$ cat config.mk
export PLATFORM = sky130hd
export DESIGN_NAME = rdcs_top
export DESIGN_NICKNAME = d
export VERILOG_FILES = /design/src/rtl/rdcs_pkg.sv /design/src/rtl/rdcs_if.sv /design/src/rtl/rdcs_counter.sv /design/src/rtl/rdcs_top.sv
export VERILOG_INCLUDE_DIRS = /design/src /design/src/rtl
export SDC_FILE = /design/constraint.sdc
export NUM_CORES = 1
export LEC_CHECK = 0
export ABC_AREA = 1
export BUFFER_PORTS_ARGS = -buffer_cell sky130_fd_sc_hd__buf_2
export CAP_MARGIN = 5
export CORE_MARGIN = 2
export CORE_UTILIZATION = 25
export DETAILED_ROUTE_END_ITERATION = 10
export GPL_TIMING_DRIVEN = 0
export PLACE_DENSITY = 0.5
export SLEW_MARGIN = 20
export SYNTH_ARGS = -nofsm -noshare
export SYNTH_HDL_FRONTEND = slang
export SYNTH_SLANG_ARGS = --single-unit
$ cat constraint.sdc
create_clock -name aclk -period 2.3 [get_ports aclk]
set_clock_uncertainty 0.2 [all_clocks]
set_input_delay 0.115 -clock aclk [delete_from_list [all_inputs] [get_ports aclk]]
set_output_delay 0.115 -clock aclk [all_outputs]
set_load 0.05 [all_outputs]
$ cat src/rtl/rdcs_cfg.svh
// Offsets, field positions and timing counts of the reset sequencer.
`ifndef RDCS_CFG_SVH
`define RDCS_CFG_SVH
`define RDCS_ADDR_WIDTH        12
`define RDCS_SHARED_OFFSET     12'hFF0
`define RDCS_CTRL_OFFSET       12'hFF4
`define RDCS_BIT_POR           7
`define RDCS_BIT_STOP          6
`define RDCS_BIT_WDOG          5
`define RDCS_BIT_PIN           4
`define RDCS_CTRL_BIT_XTAL_OFF 0
`define RDCS_CTRL_BIT_BO_EN    1
`define RDCS_SHORT_CYCLES      66
`define RDCS_LONG_CYCLES       5000
`define RDCS_BROWNOUT_NS       10000
`define RDCS_CLK_PERIOD_NS     5
`define RDCS_BROWNOUT_CYCLES   (`RDCS_BROWNOUT_NS / `RDCS_CLK_PERIOD_NS)
`define RDCS_RESP_OKAY         2'h0
`define RDCS_RESP_SLVERR       2'h2
`endif

$ cat src/rtl/rdcs_pkg.sv
// Types shared by the reset sequencer modules.
`default_nettype none
package rdcs_pkg;
	typedef enum logic [2:0] {
		RDCS_IDLE    = 3'b001,
		RDCS_STRETCH = 3'b010,
		RDCS_RUN     = 3'b100
	} rdcs_state_t;
	typedef enum logic [1:0] {
		RDCS_CAUSE_POR  = 2'h0,
		RDCS_CAUSE_STOP = 2'h1,
		RDCS_CAUSE_WDOG = 2'h2,
		RDCS_CAUSE_PIN  = 2'h3
	} rdcs_cause_t;
endpackage : rdcs_pkg
`default_nettype wire

$ cat src/rtl/rdcs_if.sv
// Link between the reset sequencer and its stretch counter.
`default_nettype none
interface rdcs_if #(parameter int CW = 16);
	logic          start;
	logic [CW-1:0] load;
	logic          tick;
	logic          busy;
	modport ctrl (output start, output load, output tick, input busy);
	modport cnt  (input start, input load, input tick, output busy);
endinterface : rdcs_if
`default_nettype wire

$ cat src/rtl/rdcs_counter.sv
// Down counter that stretches reset by a loaded number of oscillator ticks.
`default_nettype none
module rdcs_counter #(
	parameter int CW = 16
) (
	// Clock and reset
	input  wire logic aclk,
	input  wire logic aresetn,
	// Sequencer link
	rdcs_if.cnt       lnk
);
	logic [CW-1:0] count_ff;

	always_ff @(posedge aclk) begin
		if (!aresetn) begin
			count_ff <= '0;
		end else if (lnk.start) begin
			count_ff <= lnk.load;
		end else if (lnk.tick && count_ff != '0) begin
			count_ff <= count_ff - 1'b1;
		end
	end

	assign lnk.busy = (count_ff != '0);
endmodule : rdcs_counter
`default_nettype wire

$ cat src/rtl/rdcs_top.sv
// Reset stretcher, brown-out filter and reset cause status with AXI4-Lite access.
`include "rdcs_cfg.svh"
`default_nettype none
module rdcs_top #(
	parameter int CW            = 16,
	parameter int SHORT_CYCLES  = `RDCS_SHORT_CYCLES,
	parameter int LONG_CYCLES   = `RDCS_LONG_CYCLES,
	parameter int BROWN_CYCLES  = `RDCS_BROWNOUT_CYCLES
) (
	// Clock and reset
	input  wire logic        aclk,
	input  wire logic        aresetn,
	// Reset sources, asynchronous
	input  wire logic        osc_tick,
	input  wire logic        supply_low,
	input  wire logic        pin_reset_n,
	input  wire logic        watchdog_expired,
	input  wire logic        stop_wake,
	// Sequencer outputs
	output var  logic        core_reset_n,
	output var  logic        crystal_enable,
	output var  logic [7:0]  watchdog_unlock_code,
	output var  logic        watchdog_code_strobe,
	// AXI4-Lite write address
	input  wire logic [11:0] s_axi_awaddr,
	input  wire logic        s_axi_awvalid,
	output var  logic        s_axi_awready,
	// AXI4-Lite write data
	input  wire logic [31:0] s_axi_wdata,
	input  wire logic [3:0]  s_axi_wstrb,
	input  wire logic        s_axi_wvalid,
	output var  logic        s_axi_wready,
	// AXI4-Lite write response
	output var  logic [1:0]  s_axi_bresp,
	output var  logic        s_axi_bvalid,
	input  wire logic        s_axi_bready,
	// AXI4-Lite read address
	input  wire logic [11:0] s_axi_araddr,
	input  wire logic        s_axi_arvalid,
	output var  logic        s_axi_arready,
	// AXI4-Lite read data
	output var  logic [31:0] s_axi_rdata,
	output var  logic [1:0]  s_axi_rresp,
	output var  logic        s_axi_rvalid,
	input  wire logic        s_axi_rready
);
	////////////////////////////////////////////////////////////////////////////////
	// Input synchronisers
	localparam int NS = 5;
	logic [NS-1:0] sync1_ff;
	logic [NS-1:0] sync2_ff;
	logic          tick_d_ff;
	logic          tick_rise;

	always_ff @(posedge aclk) begin
		if (!aresetn) begin
			// Idle levels, so the release raises no false trigger or tick
			sync1_ff <= 5'h04;
			sync2_ff <= 5'h04;
		end else begin
			sync1_ff <= {osc_tick, supply_low, pin_reset_n, watchdog_expired, stop_wake};
			sync2_ff <= sync1_ff;
		end
	end

	logic s_tick, s_low, s_pin_n, s_wdog, s_wake;
	assign {s_tick, s_low, s_pin_n, s_wdog, s_wake} = sync2_ff;

	always_ff @(posedge aclk) begin
		if (!aresetn) begin
			tick_d_ff <= 1'b0;
		end else begin
			tick_d_ff <= s_tick;
		end
	end
	assign tick_rise = s_tick && !tick_d_ff;

	////////////////////////////////////////////////////////////////////////////////
	// Control register: crystal option and brown-out enable
	logic xtal_off_ff;
	logic bo_en_ff;

	////////////////////////////////////////////////////////////////////////////////
	// Brown-out filter; dips shorter than the window never reach the sequencer
	logic [15:0] bo_cnt_ff;
	logic        brownout_ff;

	always_ff @(posedge aclk) begin
		if (!aresetn) begin
			bo_cnt_ff   <= 16'h0000;
			brownout_ff <= 1'b0;
		end else if (!s_low || !bo_en_ff) begin
			bo_cnt_ff   <= 16'h0000;
			brownout_ff <= 1'b0;
		end else if (bo_cnt_ff < 16'(BROWN_CYCLES - 1)) begin
			bo_cnt_ff   <= bo_cnt_ff + 16'h0001;
		end else begin
			brownout_ff <= 1'b1;
		end
	end

	////////////////////////////////////////////////////////////////////////////////
	// Reset sequencer
	rdcs_if #(.CW(CW)) lnk ();
	rdcs_pkg::rdcs_state_t state_ff;
	rdcs_pkg::rdcs_cause_t cause_ff;
	logic                  first_ff;
	logic                  trig;
	rdcs_pkg::rdcs_cause_t nxt_cause;

	// Power-on counts as the first trigger, brown-out is reported as power-on
	always_comb begin
		trig      = 1'b1;
		nxt_cause = rdcs_pkg::RDCS_CAUSE_POR;
		if (first_ff || brownout_ff) begin
			nxt_cause = rdcs_pkg::RDCS_CAUSE_POR;
		end else if (!s_pin_n) begin
			nxt_cause = rdcs_pkg::RDCS_CAUSE_PIN;
		end else if (s_wdog) begin
			nxt_cause = rdcs_pkg::RDCS_CAUSE_WDOG;
		end else if (s_wake) begin
			nxt_cause = rdcs_pkg::RDCS_CAUSE_STOP;
		end else begin
			trig = 1'b0;
		end
	end

	always_ff @(posedge aclk) begin
		if (!aresetn) begin
			state_ff <= rdcs_pkg::RDCS_IDLE;
			cause_ff <= rdcs_pkg::RDCS_CAUSE_POR;
			first_ff <= 1'b1;
		end else begin
			unique case (state_ff)
				rdcs_pkg::RDCS_IDLE: begin
					state_ff <= rdcs_pkg::RDCS_STRETCH;
					first_ff <= 1'b0;
				end
				rdcs_pkg::RDCS_STRETCH: begin
					if (trig && !first_ff && nxt_cause != rdcs_pkg::RDCS_CAUSE_STOP) begin
						state_ff <= rdcs_pkg::RDCS_IDLE;
						cause_ff <= nxt_cause;
					end else if (!lnk.busy) begin
						state_ff <= rdcs_pkg::RDCS_RUN;
					end
				end
				rdcs_pkg::RDCS_RUN: begin
					if (trig) begin
						state_ff <= rdcs_pkg::RDCS_IDLE;
						cause_ff <= nxt_cause;
					end
				end
			endcase
		end
	end

	// Count load picks the long wait while the crystal runs in reset
	assign lnk.start = (state_ff == rdcs_pkg::RDCS_IDLE);
	assign lnk.load  = xtal_off_ff ? CW'(SHORT_CYCLES)
	                               : CW'(LONG_CYCLES);
	assign lnk.tick  = tick_rise;

	rdcs_counter #(.CW(CW)) u_counter (
		.aclk    (aclk),
		.aresetn (aresetn),
		.lnk     (lnk)
	);

	always_ff @(posedge aclk) begin
		if (!aresetn) begin
			core_reset_n   <= 1'b0;
			crystal_enable <= 1'b0;
		end else begin
			core_reset_n   <= (state_ff == rdcs_pkg::RDCS_RUN) && !trig;
			crystal_enable <= !xtal_off_ff || (state_ff == rdcs_pkg::RDCS_RUN);
		end
	end

	////////////////////////////////////////////////////////////////////////////////
	// Reset cause flags, one-hot, latched at the release
	logic [3:0] flags_ff;

	always_ff @(posedge aclk) begin
		if (!aresetn) begin
			flags_ff <= 4'h0;
		end else if (state_ff == rdcs_pkg::RDCS_STRETCH && !lnk.busy && !trig) begin
			flags_ff <= 4'h0;
			flags_ff[3 - cause_ff] <= 1'b1;
		end
	end

	////////////////////////////////////////////////////////////////////////////////
	// AXI4-Lite write path
	logic        aw_ok_ff;
	logic        w_ok_ff;
	logic [11:0] awaddr_ff;
	logic [31:0] wdata_ff;
	logic [3:0]  wstrb_ff;
	logic        wr_go;

	assign wr_go = aw_ok_ff && w_ok_ff && !s_axi_bvalid;

	always_ff @(posedge aclk) begin
		if (!aresetn) begin
			aw_ok_ff      <= 1'b0;
			w_ok_ff       <= 1'b0;
			awaddr_ff     <= 12'h000;
			wdata_ff      <= 32'h0000_0000;
			wstrb_ff      <= 4'h0;
			s_axi_awready <= 1'b0;
			s_axi_wready  <= 1'b0;
		end else begin
			s_axi_awready <= !aw_ok_ff && !s_axi_awready && s_axi_awvalid;
			s_axi_wready  <= !w_ok_ff && !s_axi_wready && s_axi_wvalid;
			if (s_axi_awvalid && s_axi_awready) begin
				aw_ok_ff  <= 1'b1;
				awaddr_ff <= s_axi_awaddr;
			end else if (wr_go) begin
				aw_ok_ff <= 1'b0;
			end
			if (s_axi_wvalid && s_axi_wready) begin
				w_ok_ff  <= 1'b1;
				wdata_ff <= s_axi_wdata;
				wstrb_ff <= s_axi_wstrb;
			end else if (wr_go) begin
				w_ok_ff <= 1'b0;
			end
		end
	end

	logic hit_shared_w;
	logic hit_ctrl_w;
	assign hit_shared_w = ({awaddr_ff[11:2], 2'h0} == `RDCS_SHARED_OFFSET);
	assign hit_ctrl_w   = ({awaddr_ff[11:2], 2'h0} == `RDCS_CTRL_OFFSET);

	// Watchdog code has no reset value; only the strobe is defined
	always_ff @(posedge aclk) begin
		if (wr_go && hit_shared_w && wstrb_ff[0]) begin
			watchdog_unlock_code <= wdata_ff[7:0];
		end
	end

	always_ff @(posedge aclk) begin
		if (!aresetn) begin
			watchdog_code_strobe <= 1'b0;
			xtal_off_ff          <= 1'b0;
			bo_en_ff             <= 1'b1;
			s_axi_bvalid         <= 1'b0;
			s_axi_bresp          <= `RDCS_RESP_OKAY;
		end else begin
			watchdog_code_strobe <= wr_go && hit_shared_w && wstrb_ff[0];
			if (wr_go && hit_ctrl_w && wstrb_ff[0]) begin
				xtal_off_ff <= wdata_ff[`RDCS_CTRL_BIT_XTAL_OFF];
				bo_en_ff    <= wdata_ff[`RDCS_CTRL_BIT_BO_EN];
			end
			if (wr_go) begin
				s_axi_bvalid <= 1'b1;
				s_axi_bresp  <= (hit_shared_w || hit_ctrl_w) ? `RDCS_RESP_OKAY
				                                              : `RDCS_RESP_SLVERR;
			end else if (s_axi_bready) begin
				s_axi_bvalid <= 1'b0;
			end
		end
	end

	////////////////////////////////////////////////////////////////////////////////
	// AXI4-Lite read path
	logic [11:0] rd_word;
	assign rd_word = {s_axi_araddr[11:2], 2'h0};

	always_ff @(posedge aclk) begin
		if (!aresetn) begin
			s_axi_arready <= 1'b0;
			s_axi_rvalid  <= 1'b0;
			s_axi_rdata   <= 32'h0000_0000;
			s_axi_rresp   <= `RDCS_RESP_OKAY;
		end else begin
			s_axi_arready <= !s_axi_arready && !s_axi_rvalid && s_axi_arvalid;
			if (s_axi_arvalid && s_axi_arready) begin
				s_axi_rvalid <= 1'b1;
				s_axi_rresp  <= `RDCS_RESP_OKAY;
				if (rd_word == `RDCS_SHARED_OFFSET) begin
					s_axi_rdata <= {24'h000000, flags_ff, 4'h0};
				end else if (rd_word == `RDCS_CTRL_OFFSET) begin
					s_axi_rdata <= {30'h0, bo_en_ff, xtal_off_ff};
				end else begin
					s_axi_rdata <= 32'h0000_0000;
					s_axi_rresp <= `RDCS_RESP_SLVERR;
				end
			end else if (s_axi_rready) begin
				s_axi_rvalid <= 1'b0;
			end
		end
	end
endmodule : rdcs_top
`default_nettype wire

== Word level (Yosys, flattened, before mapping) ==
Cells that the tools add are included.

* Register bits: 131
* Logic and storage cells: 130

* Add/sub/neg operators: 3
* $lt $le $gt $ge: 3
* Eq/ne operators: 11
* Multiplexer cells: 32
* Bitwise logic cells: 1
* Reductions and logical operators: 51

{| class="wikitable"
|+ Operators with widths
! cell !! count
|-
| $eq A10 B10 Y1 const B || 4
|-
| $ge A32 B1 Y1 const B || 1
|-
| $lt A32 B3 Y1 const B || 1
|-
| $mux W16 || 2
|-
| $logic_and A1 B1 Y1 || 23
|-
| $mux W2 || 9
|-
| $add A16 B1 Y16 const B || 1
|-
| $lt A16 B11 Y1 const B || 1
|-
| $reduce_bool A16 Y1 || 1
|-
| $sub A16 B1 Y16 const B || 1
|-
| $logic_not A1 Y1 || 14
|-
| $mux W1 || 13
|-
| $mux W13 || 1
|-
| $reduce_bool A2 Y1 || 6
|-
| $mux W3 || 3
|-
| $pmux W3 S3 || 1
|-
| $mux W8 || 1
|-
| $logic_or A1 B1 Y1 || 4
|-
| $ne A2 B2 Y1 const B || 2
|-
| $pmux W2 S2 || 1
|-
| $eq A3 B1 Y1 const B || 1
|-
| $eq A3 B2 Y1 const B || 1
|-
| $eq A3 B3 Y1 const B || 1
|-
| $ne A3 B3 Y1 const B || 1
|-
| 7 further kinds || 7
|}

== Logic depth before layout (Yosys ltp) ==
* Word-level depth: 8
* Gate-level depth with buffers: 10

== Modules after synthesis ==
A second synthesis with hierarchy kept.

* Cell total of the unflattened synthesis: 651
* Area total of the unflattened synthesis: 4,663.2 µm²

{| class="wikitable"
|+ Modules (own cells, without submodules)
! module !! times used !! cells each !! area an instance (µm²)
|-
| rdcs_top || 1 || 457 || 3,525.9
|-
| rdcs_counter || 1 || 194 || 1,137.3
|}

== Least setup slack after synthesis ==
No wires, ideal clock.

* Path type: reg2reg
* Start point: register s_axi_bvalid
* End point: register watchdog_unlock_code[0], enable pin
* Setup time: 0.370 ns
* Arrival time: 1.328 ns
* Slack: 0.401 ns
* Cell stages (with the launch flop): 6
* Clock period less this slack: 1.899 ns
* Cell sequence: dfxtp_1 nor2_1 nand2_1 nor2_1 nand3_1 nor2_1

* Longest elaborated chain between the ends: 4

{| class="wikitable"
|+ Ends and longest elaborated chain
! what !! line !! RTL
|-
| start: declaration || rdcs_top.sv:35 || <nowiki>output var logic s_axi_bvalid,</nowiki>
|-
| start signal: assignment || rdcs_top.sv:248 || <nowiki>s_axi_bvalid <= 1'b0;</nowiki>
|-
| start signal: assignment || rdcs_top.sv:257 || <nowiki>s_axi_bvalid <= 1'b1;</nowiki>
|-
| start signal: assignment || rdcs_top.sv:261 || <nowiki>s_axi_bvalid <= 1'b0;</nowiki>
|-
| $logic_not A1 Y1 || rdcs_top.sv:201 || <nowiki>assign wr_go = aw_ok_ff && w_ok_ff && !s_axi_bvalid;</nowiki>
|-
| $logic_and A1 B1 Y1 || rdcs_top.sv:201 ||
|-
| $logic_and A1 B1 Y1 (2 in a row) || rdcs_top.sv:238 || <nowiki>if (wr_go && hit_shared_w && wstrb_ff[0]) begin</nowiki>
|-
| end signal: assignment || rdcs_top.sv:239 || <nowiki>watchdog_unlock_code <= wdata_ff[7:0];</nowiki>
|-
| end: declaration || rdcs_top.sv:22 || <nowiki>output var logic [7:0] watchdog_unlock_code,</nowiki>
|}

No other way between the ends.
A chain may end at the register's enable or synchronous reset.

== Worst setup path after layout ==
* Start point: input s_axi_araddr[5]
* End point: register s_axi_rdata[0]

* Longest elaborated chain between the ends: 3
* Elaborated cells between the ends (all ways): 4
* Those cells by class: 2 x eq/ne; 2 x mux

{| class="wikitable"
|+ Ends and longest elaborated chain
! what !! line !! RTL
|-
| start: declaration || rdcs_top.sv:38 || <nowiki>input wire logic [11:0] s_axi_araddr,</nowiki>
|-
| $eq A10 B10 Y1 (no source line) || n/a ||
|-
| $mux W2 || rdcs_top.sv:284 || <nowiki>end else if (rd_word == `RDCS_CTRL_OFFSET) begin</nowiki>
|-
| $mux W8 (*) || rdcs_top.sv:282 || <nowiki>if (rd_word == `RDCS_SHARED_OFFSET) begin</nowiki>
|-
| end signal: assignment || rdcs_top.sv:283 || <nowiki>s_axi_rdata <= {24'h000000, flags_ff, 4'h0};</nowiki>
|-
| end signal: assignment || rdcs_top.sv:285 || <nowiki>s_axi_rdata <= {30'h0, bo_en_ff, xtal_off_ff};</nowiki>
|-
| end: declaration || rdcs_top.sv:42 || <nowiki>output var logic [31:0] s_axi_rdata,</nowiki>
|}

Mark *: on every way between the ends. The rest lies on a longest branch, timed or not.

==> impl_metrics.env <==
export IMPL_gp_congestion=0.778
export IMPL_nets=780
export IMPL_hp_start="sync1_ff[4]$_SDFF_PN0_"
export IMPL_cp_slowest_cell="dlygate4sd3_1"
export IMPL_clk_latency_ps=360
export IMPL_portBuffers=64
export IMPL_total_power_mw=4.25
export IMPL_io_pins=124
export IMPL_synth_ff_type="dfxtp_1"
export IMPL_dieArea_sq_um=18500
export IMPL_hold_depth=2
export IMPL_die_w_um=136
export IMPL_routedWlPerCell_um=11.0
export IMPL_peakVddDrop_mv=0.452
export IMPL_arrival_ps=2320
export IMPL_final_area_sq_um=5750
export IMPL_critPathTopFamily="buffers and inverters"
export IMPL_grt_pass1_wl_um=17300
export IMPL_syn_inst=565
export IMPL_startpoint_type="input port"
export IMPL_drc=0
export IMPL_clkTransAtPathRegs_ps=70
export IMPL_synth_seq_area_share_pct=48.4
export IMPL_hold_end="sync2_ff[4]$_SDFF_PN0_"
export IMPL_ys_ff_latch=101
export IMPL_drt_iter0_drc=123
export IMPL_num_vias=3804
export IMPL_first_pass_iters=4
export IMPL_drt_total_wl_um=10300
export IMPL_cp_slowest_stage_delay_ps=580
export IMPL_cts_sinks=101
export IMPL_start_util_pct=25.4
export IMPL_drive_gt1_share_pct=17.9
export IMPL_setup_ws_ps=68.6
export IMPL_synth_top_area_share_pct=42.8
export IMPL_required_ps=2390
export IMPL_final_cell_mix="93 x nand2_1, 93 x dfxtp_1, 78 x nor2_1"
export IMPL_grt_max_degree=18
export IMPL_track_usage_pct=11.9
export IMPL_place_ws_ps=274
export IMPL_fin_crit_ps=2230
export IMPL_synth_area_sq_um=4350
export IMPL_coreArea_sq_um=17100
export IMPL_p_per_area_nw_per_um2=739
export IMPL_antenna_found_initial=0
export IMPL_synth_edff_count=8
export IMPL_grt_pass1_vias=3629
export IMPL_hp_class="reg -> reg"
export IMPL_async_reset_ff_share_pct=0
export IMPL_ys_types=35
export IMPL_reg2reg_depth=6
export IMPL_drtAntennaViolNets=0
export IMPL_diodes=0
export IMPL_via_per_inst=4.06
export IMPL_critical_path_class="in -> reg"
export IMPL_period_share_pct=97.0
export IMPL_hold_viol_final=0
export IMPL_rsz0062_at_grt="false"
export IMPL_die_h_um=136
export IMPL_cts_setup_buffers=0
export IMPL_worst_pin_slew_ps=695
export IMPL_place_area_sq_um=5050
export IMPL_cts_root_buffer="clkbuf_16"
export IMPL_fp_row_count=48
export IMPL_r2r_slack_ps=300
export IMPL_synthTopCellsByArea="dfxtp_1 43%, nand2_1 8.0%, nor2_1 6.7%"
export IMPL_ctsHtreeMaxLevel=3
export IMPL_area_growth_pct=32.4
export IMPL_crit_fanout=3
export IMPL_endpoint_kind="flop"
export IMPL_grt_overflow=0
export IMPL_synth_avg_cell_area_sq_um=7.69
export IMPL_cts_max_path_buffers=2
export IMPL_setup_viol=0
export IMPL_hpwl_um=7440
export IMPL_drv_slew=0
export IMPL_synth_top_area_cell="dfxtp_1"
export IMPL_fmax_ghz=0.448
export IMPL_crit_chain="dlygate4sd3_1 -> buf_2 -> nand3_1 -> dlygate4sd3_1 -> nor2_1 -> dlygate4sd3_1 -> nand3_1 -> a21oi_1"
export IMPL_max_slew_margin_rel_pct=53.5
export IMPL_cp_buffers_inverters=4
export IMPL_cts_tree="done"
export IMPL_maxCapViolCount=0
export IMPL_status="complete, no violations"
export IMPL_numCtsBuffers=9
export IMPL_cpMostUsedCell="dlygate4sd3_1"
export IMPL_worstReg2RegEnd="watchdog_unlock_code[0]$_DFFE_PP_"
export IMPL_r2r_start="w_ok_ff$_SDFFE_PN0P_"
export IMPL_final_core_utilization_pct=33.6
export IMPL_p_leak_nw=2.64
export IMPL_yosysWarnings=0
export IMPL_fin_setup_tns_ps=0
-- flip-flops by register name (all words and copies together) (netlist names), 2 cells and up --
name / count
awaddr_ff: 10
bo_cnt_ff: 16
cause_ff: 2
flags_ff: 4
s_axi_rdata: 6
state_ff: 3
sync1_ff: 5
sync2_ff: 5
u_counter.count_ff: 16
watchdog_unlock_code: 8
wdata_ff: 8
-- tightest hold or removal path: stages, from the launching register on --
cell,delay (ps)
dfxtp_1,310
nand2_1,40
inv_1,40
-- worst max-delay path by stage --
stage / startpoint / end / slack [ps] / cells after the start
2_1_floorplan: s_axi_bvalid$_SDFFE_PN0P_ / watchdog_unlock_code[0]$_DFFE_PP_ / 400 / 5
3_3_place_gp: w_ok_ff$_SDFFE_PN0P_ / watchdog_unlock_code[6]$_DFFE_PP_ / 260 / 6
3_5_place_dp: w_ok_ff$_SDFFE_PN0P_ / watchdog_unlock_code[6]$_DFFE_PP_ / 270 / 6
4_1_cts: s_axi_araddr[5] / s_axi_rdata[0]$_SDFFE_PN0P_ / 140 / 8
5_1_grt: s_axi_araddr[5] / s_axi_rdata[0]$_SDFFE_PN0P_ / 40 / 8
6_report: s_axi_araddr[5] / s_axi_rdata[0]$_SDFFE_PN0P_ / 70 / 8
-- synthesized netlist by cell type, types with 3 or more instances --
| master | n |
|---|---|
| inv_1 | 66 |
| clkbuf_1 | 10 |
| dfxtp_1 | 93 |
| nor2_2 | 3 |
| o21ai_0 | 37 |
| nand4_1 | 8 |
| nor2_1 | 78 |
| xor2_1 | 7 |
| edfxtp_1 | 8 |
| buf_4 | 29 |
| nand2_1 | 93 |
| nor3_1 | 16 |
| a21oi_1 | 42 |
| nand3_1 | 48 |
-- per-layer routing --
| metal | GRT usage, % | wire length [um] | vias up |
|---|---|---|---|
| met3 | 2.61 | 325 | 13 |
| met4 | 5.56 | 232 | 0 |
| met5 | 0 | 0 | - |
| met1 | 15.3 | 5010 | 1669 |
| met2 | 19.1 | 4700 | 71 |
| li1 | - | - | 2051 |
-- kinds of logic after synthesis --
logic type | synth area share [%]
buf+inv | 12.3
simple gates | 27.3
compound gates | 9.96
fa+ha+maj | 0.576
other cells | 0.0863
xor+xnor | 1.41
flops | 48.4
-- report_power, final --
| group | switching (mW) | internal, mW |
|---|---|---|
| sequential | 0.0517 | 1.84 |
| combinational | 0.494 | 0.276 |
| clock | 0.704 | 0.888 |
-- through the flow --
stage	hold WS [ps]	instances
finish	214	936
detailed placement	106	881
CTS	218	936
global route	229	936
floorplan	12.6	592
global placement	103	881
-- area by class of cell --
type / instances / area, sq um
clock buffer: 11 / 243
multi-input combinational: 381 / 1810
inverter: 69 / 259
timing repair buffer: 103 / 713
clock inverter: 5 / 66.3
tap: 225 / 282
sequential: 101 / 2100
buffer: 41 / 275
fill: 1823 / 11400
-- repair_timing --
action | 4_1_cts | 5_1_grt
endpoints found under the setup margin | 0 | 1
hold buffers | 39 | 0
resized for setup | 0 | 2
endpoints found under the hold margin | 39 | 0
(Power assumes the default switching activity.)
